[config.mk]
export PLATFORM = sky130hd
export DESIGN_NAME = packed_right_shift_unit
export DESIGN_NICKNAME = d
export VERILOG_FILES = /design/src/hdl/rshift_pkg.sv /design/src/hdl/packed_right_shift_unit.sv
export SDC_FILE = /design/constraint.sdc
export NUM_CORES = 1
export LEC_CHECK = 0
export BUFFER_PORTS_ARGS = -buffer_cell sky130_fd_sc_hd__buf_2
export CORE_MARGIN = 4
export CORE_UTILIZATION = 41
export CTS_CLUSTER_SIZE = 10
export DETAILED_ROUTE_END_ITERATION = 8
export GPL_TIMING_DRIVEN = 0
export REMOVE_ABC_BUFFERS = 1
export SKIP_LAST_GASP = 1
export SLEW_MARGIN = 20
export SYNTH_ARGS = -nofsm -noshare
export SYNTH_HDL_FRONTEND = slang
export SYNTH_SLANG_ARGS = --single-unit
[constraint.sdc]
create_clock -name CLK_I -period 5.57 [get_ports CLK_I]
set_input_delay 0.557 -clock CLK_I [delete_from_list [all_inputs] [get_ports CLK_I]]
set_output_delay 0.557 -clock CLK_I [all_outputs]
set_load 0.02 [all_outputs]
[src/hdl/rshift_pkg.sv]
package rshift_pkg;

    // =========================================================
    // operation selection
    typedef enum logic [3:0] {
        OP_HALFWORD_ARITH_SHIFT_IMM       = 4'h0,
        OP_HALFWORD_ARITH_SHIFT_IMM_ROUND = 4'h1,
        OP_HALFWORD_ARITH_SHIFT_VAR       = 4'h2,
        OP_HALFWORD_ARITH_SHIFT_VAR_ROUND = 4'h3,
        OP_BYTE_ARITH_SHIFT_VAR           = 4'h4,
        OP_BYTE_ARITH_SHIFT_VAR_ROUND     = 4'h5,
        OP_WORD_ARITH_SHIFT_VAR_ROUND     = 4'h6,
        OP_WORD_ARITH_SHIFT_IMM_ROUND     = 4'h7,
        OP_HALFWORD_LOGIC_SHIFT_IMM       = 4'h8
    } shift_op_e;

    // =========================================================
    // widths and lane layout
    localparam int WORD_W = 32;
    localparam int HALF_W = 16;
    localparam int BYTE_W = 8;
    localparam int HALF_LANES = 2;
    localparam int BYTE_LANES = 4;
    localparam int HALF_AMT_W = 4;
    localparam int BYTE_AMT_W = 3;
    localparam int WORD_AMT_W = 5;

    // =========================================================
    // request and answer carriers
    typedef struct packed {
        shift_op_e op;
        logic [WORD_W-1:0] value_operand_reg;
        logic [WORD_W-1:0] amount_source_reg;
        logic [WORD_AMT_W-1:0] shift_field_imm;
    } shift_req_s;

    typedef struct packed {
        logic [WORD_W-1:0] result;
        logic reserved_instr_exc;
        logic module_disabled_exc;
    } shift_rsp_s;

endpackage

[src/hdl/packed_right_shift_unit.sv]
// What this block does
// - variable halfword arithmetic shift replicates each lane's own sign bit.
// - variable halfword shifts use only amount register bits three to zero.
// - halfword rounding adds one at the top discarded bit per lane.
// - halfword rounding uses seventeen-bit intermediate, returns bits sixteen to one.
// - zero halfword rounding shift appends zero below, result equals input.
// - variable byte shift uses amount register bits two to zero.
// - each byte lane computed independently into its own byte position.
// - byte rounding computes in nine bits, keeps upper eight bits.
// - variable word rounding shift uses amount register bits four to zero.
// - immediate word rounding shift uses shift field, sign fill, rounds.
// - word rounding uses 33-bit intermediate, returns bits 32 to one.
// - immediate halfword logical shift fills zeros, amount zero to fifteen.
// - no exception depends on operand data values.
// - illegal or disabled instruction raises exception instead of result.
`timescale 1ns/1ps

module packed_right_shift_unit
    import rshift_pkg::*;
(
    // clock and reset
    input wire logic CLK_I,
    input wire logic SYS_RST_I,
    // request from the pipeline
    input wire logic REQ_VALID_I,
    input wire shift_req_s REQ_I,
    input wire logic MODULE_ENABLE_I,
    // answer to the pipeline
    output logic RSP_VALID_O,
    output shift_rsp_s RSP_O
);

    // =========================================================
    // lane shifters
    // shift helpers: operand with one guard bit below, then shifted (sign fill, or zero fill for the halfword logical op) and incremented when rounding
    function automatic logic [HALF_W-1:0] half_shift(
        input logic [HALF_W-1:0] a, input logic [HALF_AMT_W-1:0] s,
        input logic arith, input logic rnd);
        logic [HALF_W:0] ext;
        logic [HALF_W:0] sh;
        ext = {a, 1'b0};
        sh = arith ? (HALF_W+1)'($signed(ext) >>> s) : (ext >> s);
        if (rnd) begin
            sh = sh + (HALF_W+1)'(1);
        end
        return sh[HALF_W:1];
    endfunction

    function automatic logic [BYTE_W-1:0] byte_shift(
        input logic [BYTE_W-1:0] a, input logic [BYTE_AMT_W-1:0] s, input logic rnd);
        logic [BYTE_W:0] sh;
        sh = (BYTE_W+1)'($signed({a, 1'b0}) >>> s);
        if (rnd) begin
            sh = sh + (BYTE_W+1)'(1);
        end
        return sh[BYTE_W:1];
    endfunction

    function automatic logic [WORD_W-1:0] word_shift(
        input logic [WORD_W-1:0] a, input logic [WORD_AMT_W-1:0] s);
        logic [WORD_W:0] sh;
        sh = (WORD_W+1)'($signed({a, 1'b0}) >>> s);
        sh = sh + (WORD_W+1)'(1);
        return sh[WORD_W:1];
    endfunction

    // =========================================================
    // decode
    logic [HALF_AMT_W-1:0] half_amt;
    logic [BYTE_AMT_W-1:0] byte_amt;
    logic [WORD_AMT_W-1:0] word_amt;
    logic is_half;
    logic is_byte;
    logic half_arith;
    logic half_rnd;
    logic byte_rnd;
    logic legal_op;
    logic [WORD_W-1:0] half_res;
    logic [WORD_W-1:0] byte_res;
    logic [WORD_W-1:0] word_res;
    logic [WORD_W-1:0] result_d;

    always_comb begin
        // immediate halfword ops read only the low four field bits; the top field bit is spare
        half_amt = REQ_I.shift_field_imm[HALF_AMT_W-1:0];
        is_half = 1'b1;
        is_byte = 1'b0;
        half_arith = 1'b1;
        half_rnd = 1'b0;
        byte_rnd = 1'b0;
        legal_op = 1'b1;
        unique case (REQ_I.op)
            OP_HALFWORD_ARITH_SHIFT_IMM: begin
            end
            OP_HALFWORD_ARITH_SHIFT_IMM_ROUND: begin
                half_rnd = 1'b1;
            end
            OP_HALFWORD_ARITH_SHIFT_VAR: begin
                half_amt = REQ_I.amount_source_reg[HALF_AMT_W-1:0];
            end
            OP_HALFWORD_ARITH_SHIFT_VAR_ROUND: begin
                half_amt = REQ_I.amount_source_reg[HALF_AMT_W-1:0];
                half_rnd = 1'b1;
            end
            OP_BYTE_ARITH_SHIFT_VAR: begin
                is_half = 1'b0;
                is_byte = 1'b1;
            end
            OP_BYTE_ARITH_SHIFT_VAR_ROUND: begin
                is_half = 1'b0;
                is_byte = 1'b1;
                byte_rnd = 1'b1;
            end
            OP_WORD_ARITH_SHIFT_VAR_ROUND, OP_WORD_ARITH_SHIFT_IMM_ROUND: begin
                is_half = 1'b0;
            end
            OP_HALFWORD_LOGIC_SHIFT_IMM: begin
                half_arith = 1'b0;
            end
            default: begin
                legal_op = 1'b0;
            end
        endcase
    end

    assign byte_amt = REQ_I.amount_source_reg[BYTE_AMT_W-1:0];

    assign word_amt = (REQ_I.op == OP_WORD_ARITH_SHIFT_VAR_ROUND)
        ? REQ_I.amount_source_reg[WORD_AMT_W-1:0] : REQ_I.shift_field_imm;

    genvar gi;
    generate
        for (gi = 0; gi < HALF_LANES; gi++) begin : g_half
            assign half_res[gi*HALF_W +: HALF_W] = half_shift(
                REQ_I.value_operand_reg[gi*HALF_W +: HALF_W], half_amt, half_arith, half_rnd);
        end
        for (gi = 0; gi < BYTE_LANES; gi++) begin : g_byte
            assign byte_res[gi*BYTE_W +: BYTE_W] = byte_shift(
                REQ_I.value_operand_reg[gi*BYTE_W +: BYTE_W], byte_amt, byte_rnd);
        end
    endgenerate

    assign word_res = word_shift(REQ_I.value_operand_reg, word_amt);

    assign result_d = is_half ? half_res : (is_byte ? byte_res : word_res);

    // =========================================================
    // answer register: one cycle after the request
    // one register stage: the host sees the answer on the edge after it asked
    always_ff @(posedge CLK_I) begin
        if (SYS_RST_I) begin
            RSP_VALID_O <= 1'b0;
        end else begin
            RSP_VALID_O <= REQ_VALID_I;
        end
    end

    always_ff @(posedge CLK_I) begin
        if (SYS_RST_I) begin
            RSP_O <= '0;
        end else if (REQ_VALID_I) begin
            RSP_O.reserved_instr_exc <= !legal_op;
            RSP_O.module_disabled_exc <= legal_op && !MODULE_ENABLE_I;
            // a refused op hands back zero so nothing stale reaches the write-back
            RSP_O.result <= (legal_op && MODULE_ENABLE_I) ? result_d : '0;
        end
    end

    // =========================================================
    // checks
    // exception suppresses result
    AST_EXC_NO_RESULT: assert property (@(posedge CLK_I) disable iff (SYS_RST_I)
        RSP_VALID_O && (RSP_O.reserved_instr_exc || RSP_O.module_disabled_exc)
        |-> RSP_O.result == '0)
        else $error("exception answer carries a result");
    AST_DISABLED_EXC: assert property (@(posedge CLK_I) disable iff (SYS_RST_I)
        REQ_VALID_I && !MODULE_ENABLE_I && legal_op |=> RSP_O.module_disabled_exc)
        else $error("disabled module did not raise exception");
    AST_LATENCY: assert property (@(posedge CLK_I) disable iff (SYS_RST_I)
        REQ_VALID_I |=> RSP_VALID_O)
        else $error("answer not one cycle after request");
    AST_HALF_ZERO_ROUND: assert property (@(posedge CLK_I) disable iff (SYS_RST_I)
        REQ_VALID_I && MODULE_ENABLE_I && REQ_I.op == OP_HALFWORD_ARITH_SHIFT_VAR_ROUND
        && REQ_I.amount_source_reg[3:0] == 4'h0
        |=> RSP_O.result == $past(REQ_I.value_operand_reg))
        else $error("zero rounding shift changed the value");
    AST_WORD_ZERO_ROUND: assert property (@(posedge CLK_I) disable iff (SYS_RST_I)
        REQ_VALID_I && MODULE_ENABLE_I && REQ_I.op == OP_WORD_ARITH_SHIFT_IMM_ROUND
        && REQ_I.shift_field_imm == 5'h00
        |=> RSP_O.result == $past(REQ_I.value_operand_reg))
        else $error("zero word rounding shift changed the value");
    AST_LOGIC_TOP_ZERO: assert property (@(posedge CLK_I) disable iff (SYS_RST_I)
        REQ_VALID_I && MODULE_ENABLE_I && REQ_I.op == OP_HALFWORD_LOGIC_SHIFT_IMM
        && REQ_I.shift_field_imm[3:0] != 4'h0
        |=> !RSP_O.result[31] && !RSP_O.result[15])
        else $error("logical shift did not zero fill");
    AST_HALF_SIGN: assert property (@(posedge CLK_I) disable iff (SYS_RST_I)
        REQ_VALID_I && MODULE_ENABLE_I && REQ_I.op == OP_HALFWORD_ARITH_SHIFT_VAR
        |=> RSP_O.result[31] == $past(REQ_I.value_operand_reg[31])
        && RSP_O.result[15] == $past(REQ_I.value_operand_reg[15]))
        else $error("halfword sign not kept per lane");
    AST_BYTE_SIGN: assert property (@(posedge CLK_I) disable iff (SYS_RST_I)
        REQ_VALID_I && MODULE_ENABLE_I && REQ_I.op == OP_BYTE_ARITH_SHIFT_VAR
        |=> RSP_O.result[7] == $past(REQ_I.value_operand_reg[7])
        && RSP_O.result[23] == $past(REQ_I.value_operand_reg[23]))
        else $error("byte lane sign not kept");
    AST_HALF_IMM_SIGN: assert property (@(posedge CLK_I) disable iff (SYS_RST_I)
        REQ_VALID_I && MODULE_ENABLE_I && REQ_I.op == OP_HALFWORD_ARITH_SHIFT_IMM
        |=> RSP_O.result[31] == $past(REQ_I.value_operand_reg[31])
        && RSP_O.result[15] == $past(REQ_I.value_operand_reg[15]))
        else $error("immediate halfword sign not kept per lane");

    // answers only follow requests, and a bubble leaves the last answer in place
    AST_RESET_QUIET: assert property (@(posedge CLK_I)
        SYS_RST_I |=> !RSP_VALID_O && RSP_O == '0)
        else $error("answer not cleared by reset");
    AST_NO_SPURIOUS: assert property (@(posedge CLK_I) disable iff (SYS_RST_I)
        !REQ_VALID_I |=> !RSP_VALID_O)
        else $error("answer without a request");
    AST_HOLD: assert property (@(posedge CLK_I) disable iff (SYS_RST_I)
        !REQ_VALID_I |=> $stable(RSP_O))
        else $error("answer changed without a request");
    AST_EXC_EXCLUSIVE: assert property (@(posedge CLK_I) disable iff (SYS_RST_I)
        RSP_VALID_O |-> !(RSP_O.reserved_instr_exc && RSP_O.module_disabled_exc))
        else $error("both exceptions raised together");
    AST_ILLEGAL_EXC: assert property (@(posedge CLK_I) disable iff (SYS_RST_I)
        REQ_VALID_I && REQ_I.op > OP_HALFWORD_LOGIC_SHIFT_IMM
        |=> RSP_O.reserved_instr_exc && !RSP_O.module_disabled_exc && RSP_O.result == '0)
        else $error("unknown operation not refused");
    AST_DISABLED_REFUSE: assert property (@(posedge CLK_I) disable iff (SYS_RST_I)
        REQ_VALID_I && !MODULE_ENABLE_I && REQ_I.op <= OP_HALFWORD_LOGIC_SHIFT_IMM
        |=> RSP_O.module_disabled_exc && !RSP_O.reserved_instr_exc && RSP_O.result == '0)
        else $error("disabled operation still produced a result");
    AST_LEGAL_NO_EXC: assert property (@(posedge CLK_I) disable iff (SYS_RST_I)
        REQ_VALID_I && MODULE_ENABLE_I && REQ_I.op <= OP_HALFWORD_LOGIC_SHIFT_IMM
        |=> !RSP_O.reserved_instr_exc && !RSP_O.module_disabled_exc)
        else $error("legal operation raised an exception");

    // zero amounts must hand the operand back untouched in every lane
    AST_HALF_IMM_ZERO: assert property (@(posedge CLK_I) disable iff (SYS_RST_I)
        REQ_VALID_I && MODULE_ENABLE_I && REQ_I.op == OP_HALFWORD_ARITH_SHIFT_IMM_ROUND
        && REQ_I.shift_field_imm[HALF_AMT_W-1:0] == '0
        |=> RSP_O.result == $past(REQ_I.value_operand_reg))
        else $error("zero immediate rounding shift changed the value");
    AST_BYTE_ZERO_ROUND: assert property (@(posedge CLK_I) disable iff (SYS_RST_I)
        REQ_VALID_I && MODULE_ENABLE_I && REQ_I.op == OP_BYTE_ARITH_SHIFT_VAR_ROUND
        && REQ_I.amount_source_reg[BYTE_AMT_W-1:0] == '0
        |=> RSP_O.result == $past(REQ_I.value_operand_reg))
        else $error("zero byte rounding shift changed the value");
    AST_WORD_VAR_ZERO: assert property (@(posedge CLK_I) disable iff (SYS_RST_I)
        REQ_VALID_I && MODULE_ENABLE_I && REQ_I.op == OP_WORD_ARITH_SHIFT_VAR_ROUND
        && REQ_I.amount_source_reg[WORD_AMT_W-1:0] == '0
        |=> RSP_O.result == $past(REQ_I.value_operand_reg))
        else $error("zero word variable shift changed the value");
    AST_LOGIC_ZERO: assert property (@(posedge CLK_I) disable iff (SYS_RST_I)
        REQ_VALID_I && MODULE_ENABLE_I && REQ_I.op == OP_HALFWORD_LOGIC_SHIFT_IMM
        && REQ_I.shift_field_imm[HALF_AMT_W-1:0] == '0
        |=> RSP_O.result == $past(REQ_I.value_operand_reg))
        else $error("zero logical shift changed the value");

    // the widest shift leaves only copies of each lane's sign, or zeros above the lane's top bit moved to bit zero
    AST_HALF_FULL_SHIFT: assert property (@(posedge CLK_I) disable iff (SYS_RST_I)
        REQ_VALID_I && MODULE_ENABLE_I && REQ_I.op == OP_HALFWORD_ARITH_SHIFT_VAR
        && REQ_I.amount_source_reg[HALF_AMT_W-1:0] == '1
        |=> RSP_O.result == {{HALF_W{$past(REQ_I.value_operand_reg[WORD_W-1])}},
            {HALF_W{$past(REQ_I.value_operand_reg[HALF_W-1])}}})
        else $error("full halfword shift did not keep only the sign");
    AST_BYTE_FULL_SHIFT: assert property (@(posedge CLK_I) disable iff (SYS_RST_I)
        REQ_VALID_I && MODULE_ENABLE_I && REQ_I.op == OP_BYTE_ARITH_SHIFT_VAR
        && REQ_I.amount_source_reg[BYTE_AMT_W-1:0] == '1
        |=> RSP_O.result == {{BYTE_W{$past(REQ_I.value_operand_reg[31])}},
            {BYTE_W{$past(REQ_I.value_operand_reg[23])}},
            {BYTE_W{$past(REQ_I.value_operand_reg[15])}},
            {BYTE_W{$past(REQ_I.value_operand_reg[7])}}})
        else $error("full byte shift did not keep only the sign");
    AST_LOGIC_FULL_SHIFT: assert property (@(posedge CLK_I) disable iff (SYS_RST_I)
        REQ_VALID_I && MODULE_ENABLE_I && REQ_I.op == OP_HALFWORD_LOGIC_SHIFT_IMM
        && REQ_I.shift_field_imm[HALF_AMT_W-1:0] == '1
        |=> RSP_O.result == {{(HALF_W-1){1'b0}}, $past(REQ_I.value_operand_reg[WORD_W-1]),
            {(HALF_W-1){1'b0}}, $past(REQ_I.value_operand_reg[HALF_W-1])})
        else $error("full logical shift did not leave only the top bit");

    // =========================================================
    // scenario covers
    COV_HALF_ROUND: cover property (@(posedge CLK_I)
        REQ_VALID_I && REQ_I.op == OP_HALFWORD_ARITH_SHIFT_VAR_ROUND);
    COV_BYTE_ROUND: cover property (@(posedge CLK_I)
        REQ_VALID_I && REQ_I.op == OP_BYTE_ARITH_SHIFT_VAR_ROUND);
    COV_WORD_ROUND: cover property (@(posedge CLK_I)
        REQ_VALID_I && REQ_I.op == OP_WORD_ARITH_SHIFT_VAR_ROUND);
    COV_ILLEGAL: cover property (@(posedge CLK_I) RSP_VALID_O && RSP_O.reserved_instr_exc);
    COV_DISABLED: cover property (@(posedge CLK_I)
        RSP_VALID_O && RSP_O.module_disabled_exc);

endmodule // packed_right_shift_unit

==> results of run 1 <==
## logic make-up (layout without fill, tap and decap cells)
group / after synthesis / after routing / synth area share
AOI/OAI and AO/OA: 430 / 431 / 0.284
DFF: 35 / 35 / 0.0684
xor gates and xnor gates: 52 / 52 / 0.0445
adders and majority gates: 7 / 7 / 0.00855
muxes: 203 / 205 / 0.256
buffers and inverters: 160 / 124 / 0.0733
and+or+nand+nor: 541 / 541 / 0.265
## state kept, by name, indices dropped and copies added (netlist names)
signal and flops:
RSP_O 34, RSP_VALID_O 1
## cell usage in the layout (no fill, tap or decap), types with 19 or more instances in the layout
master / count
nand2_1: 177
mux2i_1: 121
nor2_1: 119
a21oi_1: 98
o21ai_0: 85
buf_2: 82
nand3_1: 62
nor3_1: 37
dfxtp_1: 35
mux2_2: 34
mux4_2: 34
xor2_1: 29
o211ai_1: 26
nand2b_1: 25
xnor2_1: 23
a211oi_1: 22
o22ai_1: 20
a22oi_1: 20
inv_1: 19
## worst min path at each step
stage | startpoint | end | slack (ns) | depth (start not counted)
2_1_floorplan | RSP_O[10] | RSP_O[10] | 0.52 | 2
6_report | RSP_O[6] | RSP_O[6] | 0.44 | 2
5_1_grt | RSP_O[6] | RSP_O[6] | 0.47 | 2
3_3_place_gp | RSP_O[6] | RSP_O[6] | 0.43 | 2
4_1_cts | RSP_O[6] | RSP_O[6] | 0.45 | 2
3_5_place_dp | RSP_O[6] | RSP_O[6] | 0.44 | 2
## power by group
group	switching, uW	internal [uW]
Sequential	6.01	261
Clock	107	222
Combinational	747	381
## synth_stat cells, drive strengths merged (9+ instances only)
| cell type | instances | area [um2] |
|---|---|---|
| mux2 | 37 | 420 |
| xor2 | 29 | 254 |
| inv | 19 | 71.3 |
| a21o | 11 | 82.6 |
| buf | 60 | 375 |
| nor2 | 122 | 463 |
| a211oi | 25 | 198 |
| a31oi | 13 | 81.3 |
| a2111oi | 9 | 85.1 |
| and2 | 15 | 93.8 |
| mux2i | 128 | 1330 |
| nand2 | 177 | 664 |
| nand3 | 63 | 320 |
| clkbuf | 79 | 297 |
| dfxtp | 35 | 701 |
| o21ai | 90 | 450 |
| nand2b | 25 | 156 |
| a32oi | 11 | 96.3 |
| nor3 | 43 | 253 |
| nor4 | 10 | 90.1 |
| and3 | 11 | 68.8 |
| o211ai | 26 | 195 |
| o22ai | 20 | 125 |
| xnor2 | 23 | 201 |
| o221ai | 13 | 114 |
| nand4 | 18 | 119 |
| nor2b | 10 | 62.6 |
| a221oi | 16 | 140 |
| o31ai | 16 | 120 |
| mux4 | 38 | 871 |
| a22oi | 20 | 150 |
| a21oi | 103 | 549 |
## area by class of cell
cell class,instances,area [um2],area share
well taps,324,405,0.0372
flip-flops and latches,35,701,0.0642
clock inverters,2,35.0,0.00321
clock buffers,6,139,0.0127
inverters,21,78.8,0.00722
multi-input cells,1236,8920,0.818
repair buffers,95,632,0.0579
## worst register-to-register path: stages (launching register included)
cell	delay (ns)
dfxtp_1	0.31
a22oi_1	0.35
o32ai_1	0.23
## timing repair
action,in CTS,in global routing
buffers inserted,1,0
hold endpoints to repair,0,0
endpoints found under the setup margin,12,21
pin swaps,1,1
resized for setup,4,4
cloned,1,2
## through the flow
stage	setup WS [ns]	TNS, ns	utilization	hold slack (ns)
detailed placement	-0.519	-5.63	0.436	0.439
floorplan	-0.780	-6.14	-	0.521
global placement	-4.13	-100.55	0.425	0.431
finish	0.215	0	0.446	0.443
global route	0.00426	0	0.446	0.470
CTS	0.0496	0	0.445	0.447
## routing by layer
| layer | up-vias | wire length, um | track usage |
|---|---|---|---|
| met5 | - | 0 | 0 |
| met4 | 0 | 2870 | 0.155 |
| met3 | 132 | 4190 | 0.0236 |
| met2 | 720 | 20500 | 0.494 |
| met1 | 5789 | 18700 | 0.436 |
| li1 | 5385 | - | - |
==> reports/results.ini, run 1 <==
[routing]
ant_nets = 0
drc = 0
dr.pass1.iters = 5
drt_iter0_markers = 1632
viasPerCell = 7.00
wire_per_inst_um = 26.9
vias = 12000
wirelength_mm = 46.3

[critical_path]
critPathKind = in -> reg
r2r_start = RSP_O[12]
crit_fanout = 32
start_kind = primary input
worstReg2RegEnd = RSP_O[12]
endpoint = RSP_O[21]
reg2reg_depth = 2
worstPathRequired_ns = 5.79
end_kind = register
reg2reg_slack_ns = 4.52
worst-path-stages = 14
slowest_stage = mux2i_4
cp.arrival_ns = 5.58
critPathLaunch = REQ_I[69]
crit_path_max_incr_delay_ns = 0.73
critPathTopFamily = simple AND/OR/NAND/NOR gates
crit_path_frequent_cell = o221ai_1
critPathBufInv = 2
crit_chain = buf_2 -> nand4bb_4 -> buf_12 -> mux2i_4 -> nand2_1 -> o221ai_1 -> a21oi_1 -> o221ai_1 -> ha_1 -> nand3_1 -> nor2_1 -> nand4_1 -> xnor2_1 -> a41o_1

[placed_design]
gp_congestion = 0.981
hpwlAfterDp_mm = 34.4
dpl_cell_area_um2 = 10700
port_buffers = 84
dp_cells = 1707

[clock_tree]
clock-sinks = 35
cts_hold_buf = 0
clk_pin_slew_ns = 0.06
ctsLongestPathBuffers = 2
tritoncts = yes
h-tree-depth = 2
cts_root_buf = clkbuf_16
cts_made_buffers = 5
clock_latency_ns = 0.28

[timing]
slew_headroom = 0.223
clock-skew-final_ns = 0
finalCritPeriodShare = 0.961
fmax_mhz = 187
rsz0062_at_grt = false
timing.final.hold_violations = 0
fin_crit_ns = 5.36
slew_viol_final = 0
setup_viol = 0
worst_slew_pin_slew_ns = 1.16

[die]
die_y_um = 166
core-area_um2 = 24500
initial_utilization = 0.419
std_cell_rows = 57
die-area_um2 = 27600
chipWidth_um = 166
io_pins = 112

[power]
power.density_nw_per_um2 = 158
ir_drop_mv = 0.116
leakagePower_uw = 0.00414
total_power_uw = 1730

[layout]
n_antenna_cell = 0
fill_cells = 2521
fin_area_um2 = 10900
drive_gt1_frac = 0.163
stdcell_count = 1719
fin_nets = 1478
syn_to_final_growth_pct = 6.51

[worst_hold_path]
hold_class = reg -> reg

[grt]
grt_max_degree = 62
antenna_found_initial = 0
grtUsageTotal = 0.314
grt-ovfl-total = 0
grt_pass1_wl_mm = 68.9
grt_pass1_vias = 11000

[synthesis]
ys_seq_elements = 35
ys_seq_area_frac = 0.0684
synth_cells = 1428
avgSynthCellArea_um2 = 7.17
syn_area_um2 = 10200
synthFlopType = dfxtp_1
synth_warnings = 0
synth_edf_count = 0
yosysUniqueCellTypes = 99
postSynth.asyncResetShare = 0

[flow_run]
max_cap_violations = 0

[outcome]
outcome = complete, no violations

No activity file was read; power rests on OpenSTA's default activity.
==> inputs of run 2 (changes only) <==
--- a/config.mk
+++ b/config.mk
@@ -13,7 +13,8 @@
 export GPL_TIMING_DRIVEN = 0
 export REMOVE_ABC_BUFFERS = 1
 export SKIP_LAST_GASP = 1
-export SLEW_MARGIN = 20
+export SLEW_MARGIN = 15
 export SYNTH_ARGS = -nofsm -noshare
 export SYNTH_HDL_FRONTEND = slang
 export SYNTH_SLANG_ARGS = --single-unit
+export TNS_END_PERCENT = 30
==> constraint.sdc (replaced) <==
create_clock -name CLK_I -period 5.63 [get_ports CLK_I]
set_input_delay 0.563 -clock CLK_I [delete_from_list [all_inputs] [get_ports CLK_I]]
set_output_delay 0.563 -clock CLK_I [all_outputs]
set_load 0.02 [all_outputs]
==> run 2 against run 1 <==
  * Sequential cell count stayed put
  * Design area shrank 0.31%
  * Worst setup slack better by 0.042 ns
  * Routed wire length down 0.16%
  * Final cell count fell by 0.12%
  * Critical path type unchanged
  * Largest cell class unchanged
==> reports/results.ini, run 2 (same netlist as run 1, synthesis figures left out) <==
[critical_path]
start_kind = primary input
r2r_start = RSP_O[12]
worstPathRequired_ns = 5.81
crit_fanout = 37
worstReg2RegEnd = RSP_O[12]
critPathKind = in -> reg
reg2reg_depth = 2
end_kind = register
cp.arrival_ns = 5.55
reg2reg_slack_ns = 4.55

[grt]
grt_pass1_vias = 11000
grt_max_degree = 61
grtUsageTotal = 0.314
grt_pass1_wl_mm = 68.6
grt-ovfl-total = 0
antenna_found_initial = 1
grt_most_used_layer = met2
grtUsageMet2 = 0.489
grt_use_met1 = 0.430
met3_usage = 0.0305

[timing]
fin_crit_ns = 5.37
rsz0062_at_grt = false
worst_slew_pin_slew_ns = 1.20
slew_headroom = 0.194
setup_viol = 0
tns_ns = 0
finalCritPeriodShare = 0.954
timing.final.hold_violations = 0
slew_viol_final = 0
fmax_mhz = 186
clock-skew-final_ns = 0

[layout]
fill_cells = 2588
largest_register_ffs = 34
fin_nets = 1476
drive_gt1_frac = 0.161
syn_to_final_growth_pct = 6.18
layout_common_cells = 177 x nand2_1, 121 x mux2i_1, 119 x nor2_1, 98 x a21oi_1, 85 x o21ai_0
largest_register = RSP_O
layout_commonest_cell = nand2_1
reg_top3 = RSP_O (34), RSP_VALID_O (1)
multi_input_area_um2 = 8910
n_antenna_cell = 0
sequential_cell_area_um2 = 701

[placed_design]
gp_congestion = 0.981
hpwlAfterDp_mm = 34.2
port_buffers = 84

[routing]
wire_per_inst_um = 26.9
drt_iter0_markers = 1669
dr.pass1.iters = 6
ant_nets = 0
vias = 12000
viasPerCell = 6.98
drc = 0
wirelength_mm = 46.2

[power]
total_power_uw = 1710
leakagePower_uw = 0.00412
power.density_nw_per_um2 = 157
ir_drop_mv = 0.107

[clock_tree]
cts_made_buffers = 5
ctsLongestPathBuffers = 2
h-tree-depth = 2
clk_pin_slew_ns = 0.06
tritoncts = yes
clock_latency_ns = 0.28
clock-sinks = 35
cts_hold_buf = 0
cts_root_buf = clkbuf_16

[worst_hold_path]
hold_class = reg -> reg
hold_start = RSP_O[6]
holdPathStages = 2
worstHoldEndpoint = RSP_O[6]

[die]
initial_utilization = 0.419
core-area_um2 = 24500
die-area_um2 = 27600
std_cell_rows = 57
chipWidth_um = 166
die_y_um = 166
io_pins = 112

[flow_run]
max_cap_violations = 0

[outcome]
outcome = complete, no violations

-- run 2: worst max-delay path by stage --
stage	startpoint	to	slack [ns]	cells past startpoint
global route	REQ_I[69]	RSP_O[21]	0.09	14
CTS	REQ_I[70]	RSP_O[31]	0.02	13
floorplan	REQ_I[69]	RSP_O[14]	-0.73	11
finish	REQ_I[70]	RSP_O[17]	0.26	18
global placement	REQ_I[70]	RSP_O[12]	-4.07	12
detailed placement	REQ_I[70]	RSP_O[17]	-0.45	18
-- run 2: timing repair --
| action | in CTS | in global routing |
|---|---|---|
| endpoints found under the setup margin | 2 | 25 |
| buffers inserted | 1 | 0 |
| resized for setup | 1 | 5 |
| pin swaps | 1 | 1 |
| gates cloned | 0 | 3 |
-- run 2: metal layers --
metal  routed length, um  part of all wire
met4                2980             0.064
met1               18600              0.40
met5                   7           0.00015
met3                4150             0.090
met2               20500              0.44
-- run 2: layout make-up --
cell class              instances  share of cell area
clock inverters                 2             0.00322
inverters                      21             0.00725
clock buffers                   6              0.0128
repair buffers                 93              0.0554
multi-input cells            1236               0.820
well taps                     324              0.0373
flip-flops and latches         35              0.0644
-- run 2: power by group --
part           switching [uW]  internal [uW]
clock network             112            220
logic                     737            375
registers                5.96            259
total                     854            854
-- run 2: worst max-delay path: stages --
cell      delay (ns)
clkbuf_4        0.39
or3b_1          0.78
a21oi_4         0.34
buf_16          0.19
buf_16          0.17
mux2_2          0.34
a21oi_1         0.35
o221ai_1        0.39
inv_1           0.16
ha_1            0.16
nand2_1         0.07
inv_1           0.11
nand3_1         0.14
nor3_4          0.33
nand3b_1        0.20
o311ai_1        0.34
nand3_1         0.20
a32o_1          0.29
-- run 2: through the flow --
step / cell area [um2] / hold slack [ns] / util / instances / setup WS [ns]
CTS: 10800 / 0.447 / 0.441 / 1713 / 0.0159
detailed placement: 10600 / 0.439 / 0.433 / 1704 / -0.450
global route: 10900 / 0.470 / 0.445 / 1717 / 0.0865
floorplan: 9570 / 0.521 / - / 1289 / -0.726
finish: 10900 / 0.445 / 0.445 / 1717 / 0.257
global placement: 10400 / 0.431 / 0.425 / 1697 / -4.07
==> inputs of run 3 (changes only) <==
==> constraint.sdc (replaced) <==
create_clock -name CLK_I -period 5.1 [get_ports CLK_I]
set_input_delay 0.51 -clock CLK_I [delete_from_list [all_inputs] [get_ports CLK_I]]
set_output_delay 0.51 -clock CLK_I [all_outputs]
set_load 0.02 [all_outputs]
==> run 3 against run 2 <==
  * Clock power grew 10%
  * Core utilization grew 0.53 points
  * Non-clock buffer count grew 5
  * Worst setup slack lost 0.11 ns
  * Routed wire length grew 1.2%
  * Combinational power grew 12%
  * Global-route usage grew 0.76 points
  * Hold slack is essentially flat
  * Final cell count grew 0.47%
  * Via count grew 0.81%
  * Register-to-register slack lost 0.57 ns
  * Sequential power grew 10%
==> reports/results.ini, run 3 (same netlist as run 1, synthesis figures left out) <==
[timing]
clock-skew-final_ns = 0
slew_headroom = 0.206
setup_viol = 0
fin_ws_ns = 0.148
timing.final.hold_violations = 0
fin_crit_ns = 4.95
worst_slew_pin_slew_ns = 1.19
fmax_mhz = 202
finalCritPeriodShare = 0.971
rsz0062_at_grt = true
slew_viol_final = 0

[critical_path]
start_kind = primary input
worstPathRequired_ns = 5.33
end_kind = register
reg2reg_depth = 2
cp.arrival_ns = 5.18
critPathKind = in -> reg
crit_fanout = 34

[clock_tree]
h-tree-depth = 2
cts_made_buffers = 5
clock_latency_ns = 0.28
cts_root_buf = clkbuf_16
cts_hold_buf = 0
clock-sinks = 35
tritoncts = yes
clk_pin_slew_ns = 0.06
ctsLongestPathBuffers = 2

[placed_design]
place_ws_ns = -0.927
hpwlAfterDp_mm = 34.2
gp_congestion = 0.981
port_buffers = 84
dpl_cell_area_um2 = 10600

[layout]
layout_common_cells = 176 x nand2_1, 121 x mux2i_1, 118 x nor2_1, 98 x a21oi_1, 85 x o21ai_0
n_antenna_cell = 0
multi_input_area_um2 = 9010
fill_cells = 2589
syn_to_final_growth_pct = 7.45
drive_gt1_frac = 0.172
reg_top3 = RSP_O (34), RSP_VALID_O (1)
fin_nets = 1484
largest_register_ffs = 34
sequential_cell_area_um2 = 701
largest_register = RSP_O
fin_area_um2 = 11000
layout_commonest_cell = nand2_1

[die]
die_y_um = 166
die-area_um2 = 27600
io_pins = 112
core-area_um2 = 24500
chipWidth_um = 166
initial_utilization = 0.419
std_cell_rows = 57

[power]
leakagePower_uw = 0.00417
power.density_nw_per_um2 = 173
ir_drop_mv = 0.119

[routing]
viasPerCell = 7.01
ant_nets = 0
vias = 12100
wirelength_mm = 46.8
dr.pass1.iters = 5
drc = 0
wire_per_inst_um = 27.1
drt_iter0_markers = 1651

[worst_hold_path]
hold_class = reg -> reg
holdPathStages = 2

[grt]
grt_pass1_vias = 11100
grt-ovfl-total = 0
grtUsageTotal = 0.321
grt_pass1_wl_mm = 70.3
grt_max_degree = 62
antenna_found_initial = 0

[outcome]
outcome = complete, no violations

[flow_run]
max_cap_violations = 0

-- run 3: worst paths after layout --
| path | slack, ns | start | endpoint |
|---|---|---|---|
| hold / removal | 0.45 | RSP_O[6] | RSP_O[6] |
| hold reg to reg | 0.45 | RSP_O[6] | RSP_O[6] |
| setup / recovery | 0.15 | REQ_I[69] | RSP_O[21] |
| setup reg to reg | 3.98 | RSP_O[12] | RSP_O[12] |
-- run 3: power breakdown --
group | switching [uW] | internal, uW | leakage (uW) | total, uW
registers | 6.55 | 285 | 0.000285 | 292
clock network | 123 | 243 | 0.0000868 | 366
logic | 822 | 422 | 0.00379 | 1240
-- run 3: critical path: stages --
cell and delay [ns]:
buf_2 0.38, nand4bb_4 0.38, buf_12 0.28, mux2i_4 0.65, nand2_2 0.35, o221ai_1 0.27, a21oi_1 0.09, o221ai_1 0.41
ha_1 0.30, nand3_1 0.21, nor2_1 0.44, nand4_1 0.18, xnor2_1 0.43, a41o_1 0.23
-- run 3: per-layer routing --
layer,vias up,track usage,wire length (um),share of wire
met1,5751,0.434,18800,0.40
met5,-,0,0,0
met2,770,0.497,20400,0.44
met4,0,0.183,3300,0.070
met3,162,0.0367,4320,0.092
li1,5406,-,-,-
-- run 3: through the flow --
stage	setup TNS, ns	std cells	utilization	hold WS [ns]	total power, uW
3_3_place_gp	-114.08	1697	0.425	0.431	1450
2_1_floorplan	-17.70	1289	-	0.521	1040
5_1_grt	-0.0616	1725	0.450	0.470	1990
4_1_cts	0	1719	0.445	0.447	1850
6_report	0	1725	0.450	0.446	1900
3_5_place_dp	-17.00	1704	0.433	0.439	1470
-- run 3: layout make-up --
cell class | count | share of cell area
clock buffer | 6 | 0.0126
tap | 324 | 0.0368
inverter | 21 | 0.00716
clock inverter | 2 | 0.00318
multi-input combinational | 1239 | 0.818
sequential | 35 | 0.0637
timing repair buffer | 98 | 0.0581
-- run 3: what timing repair did --
item,in CTS,in global routing
endpoints found under the setup margin,27,23
gates cloned,6,0
setup buffers,1,6
resized for setup,9,11
pin swaps,3,2
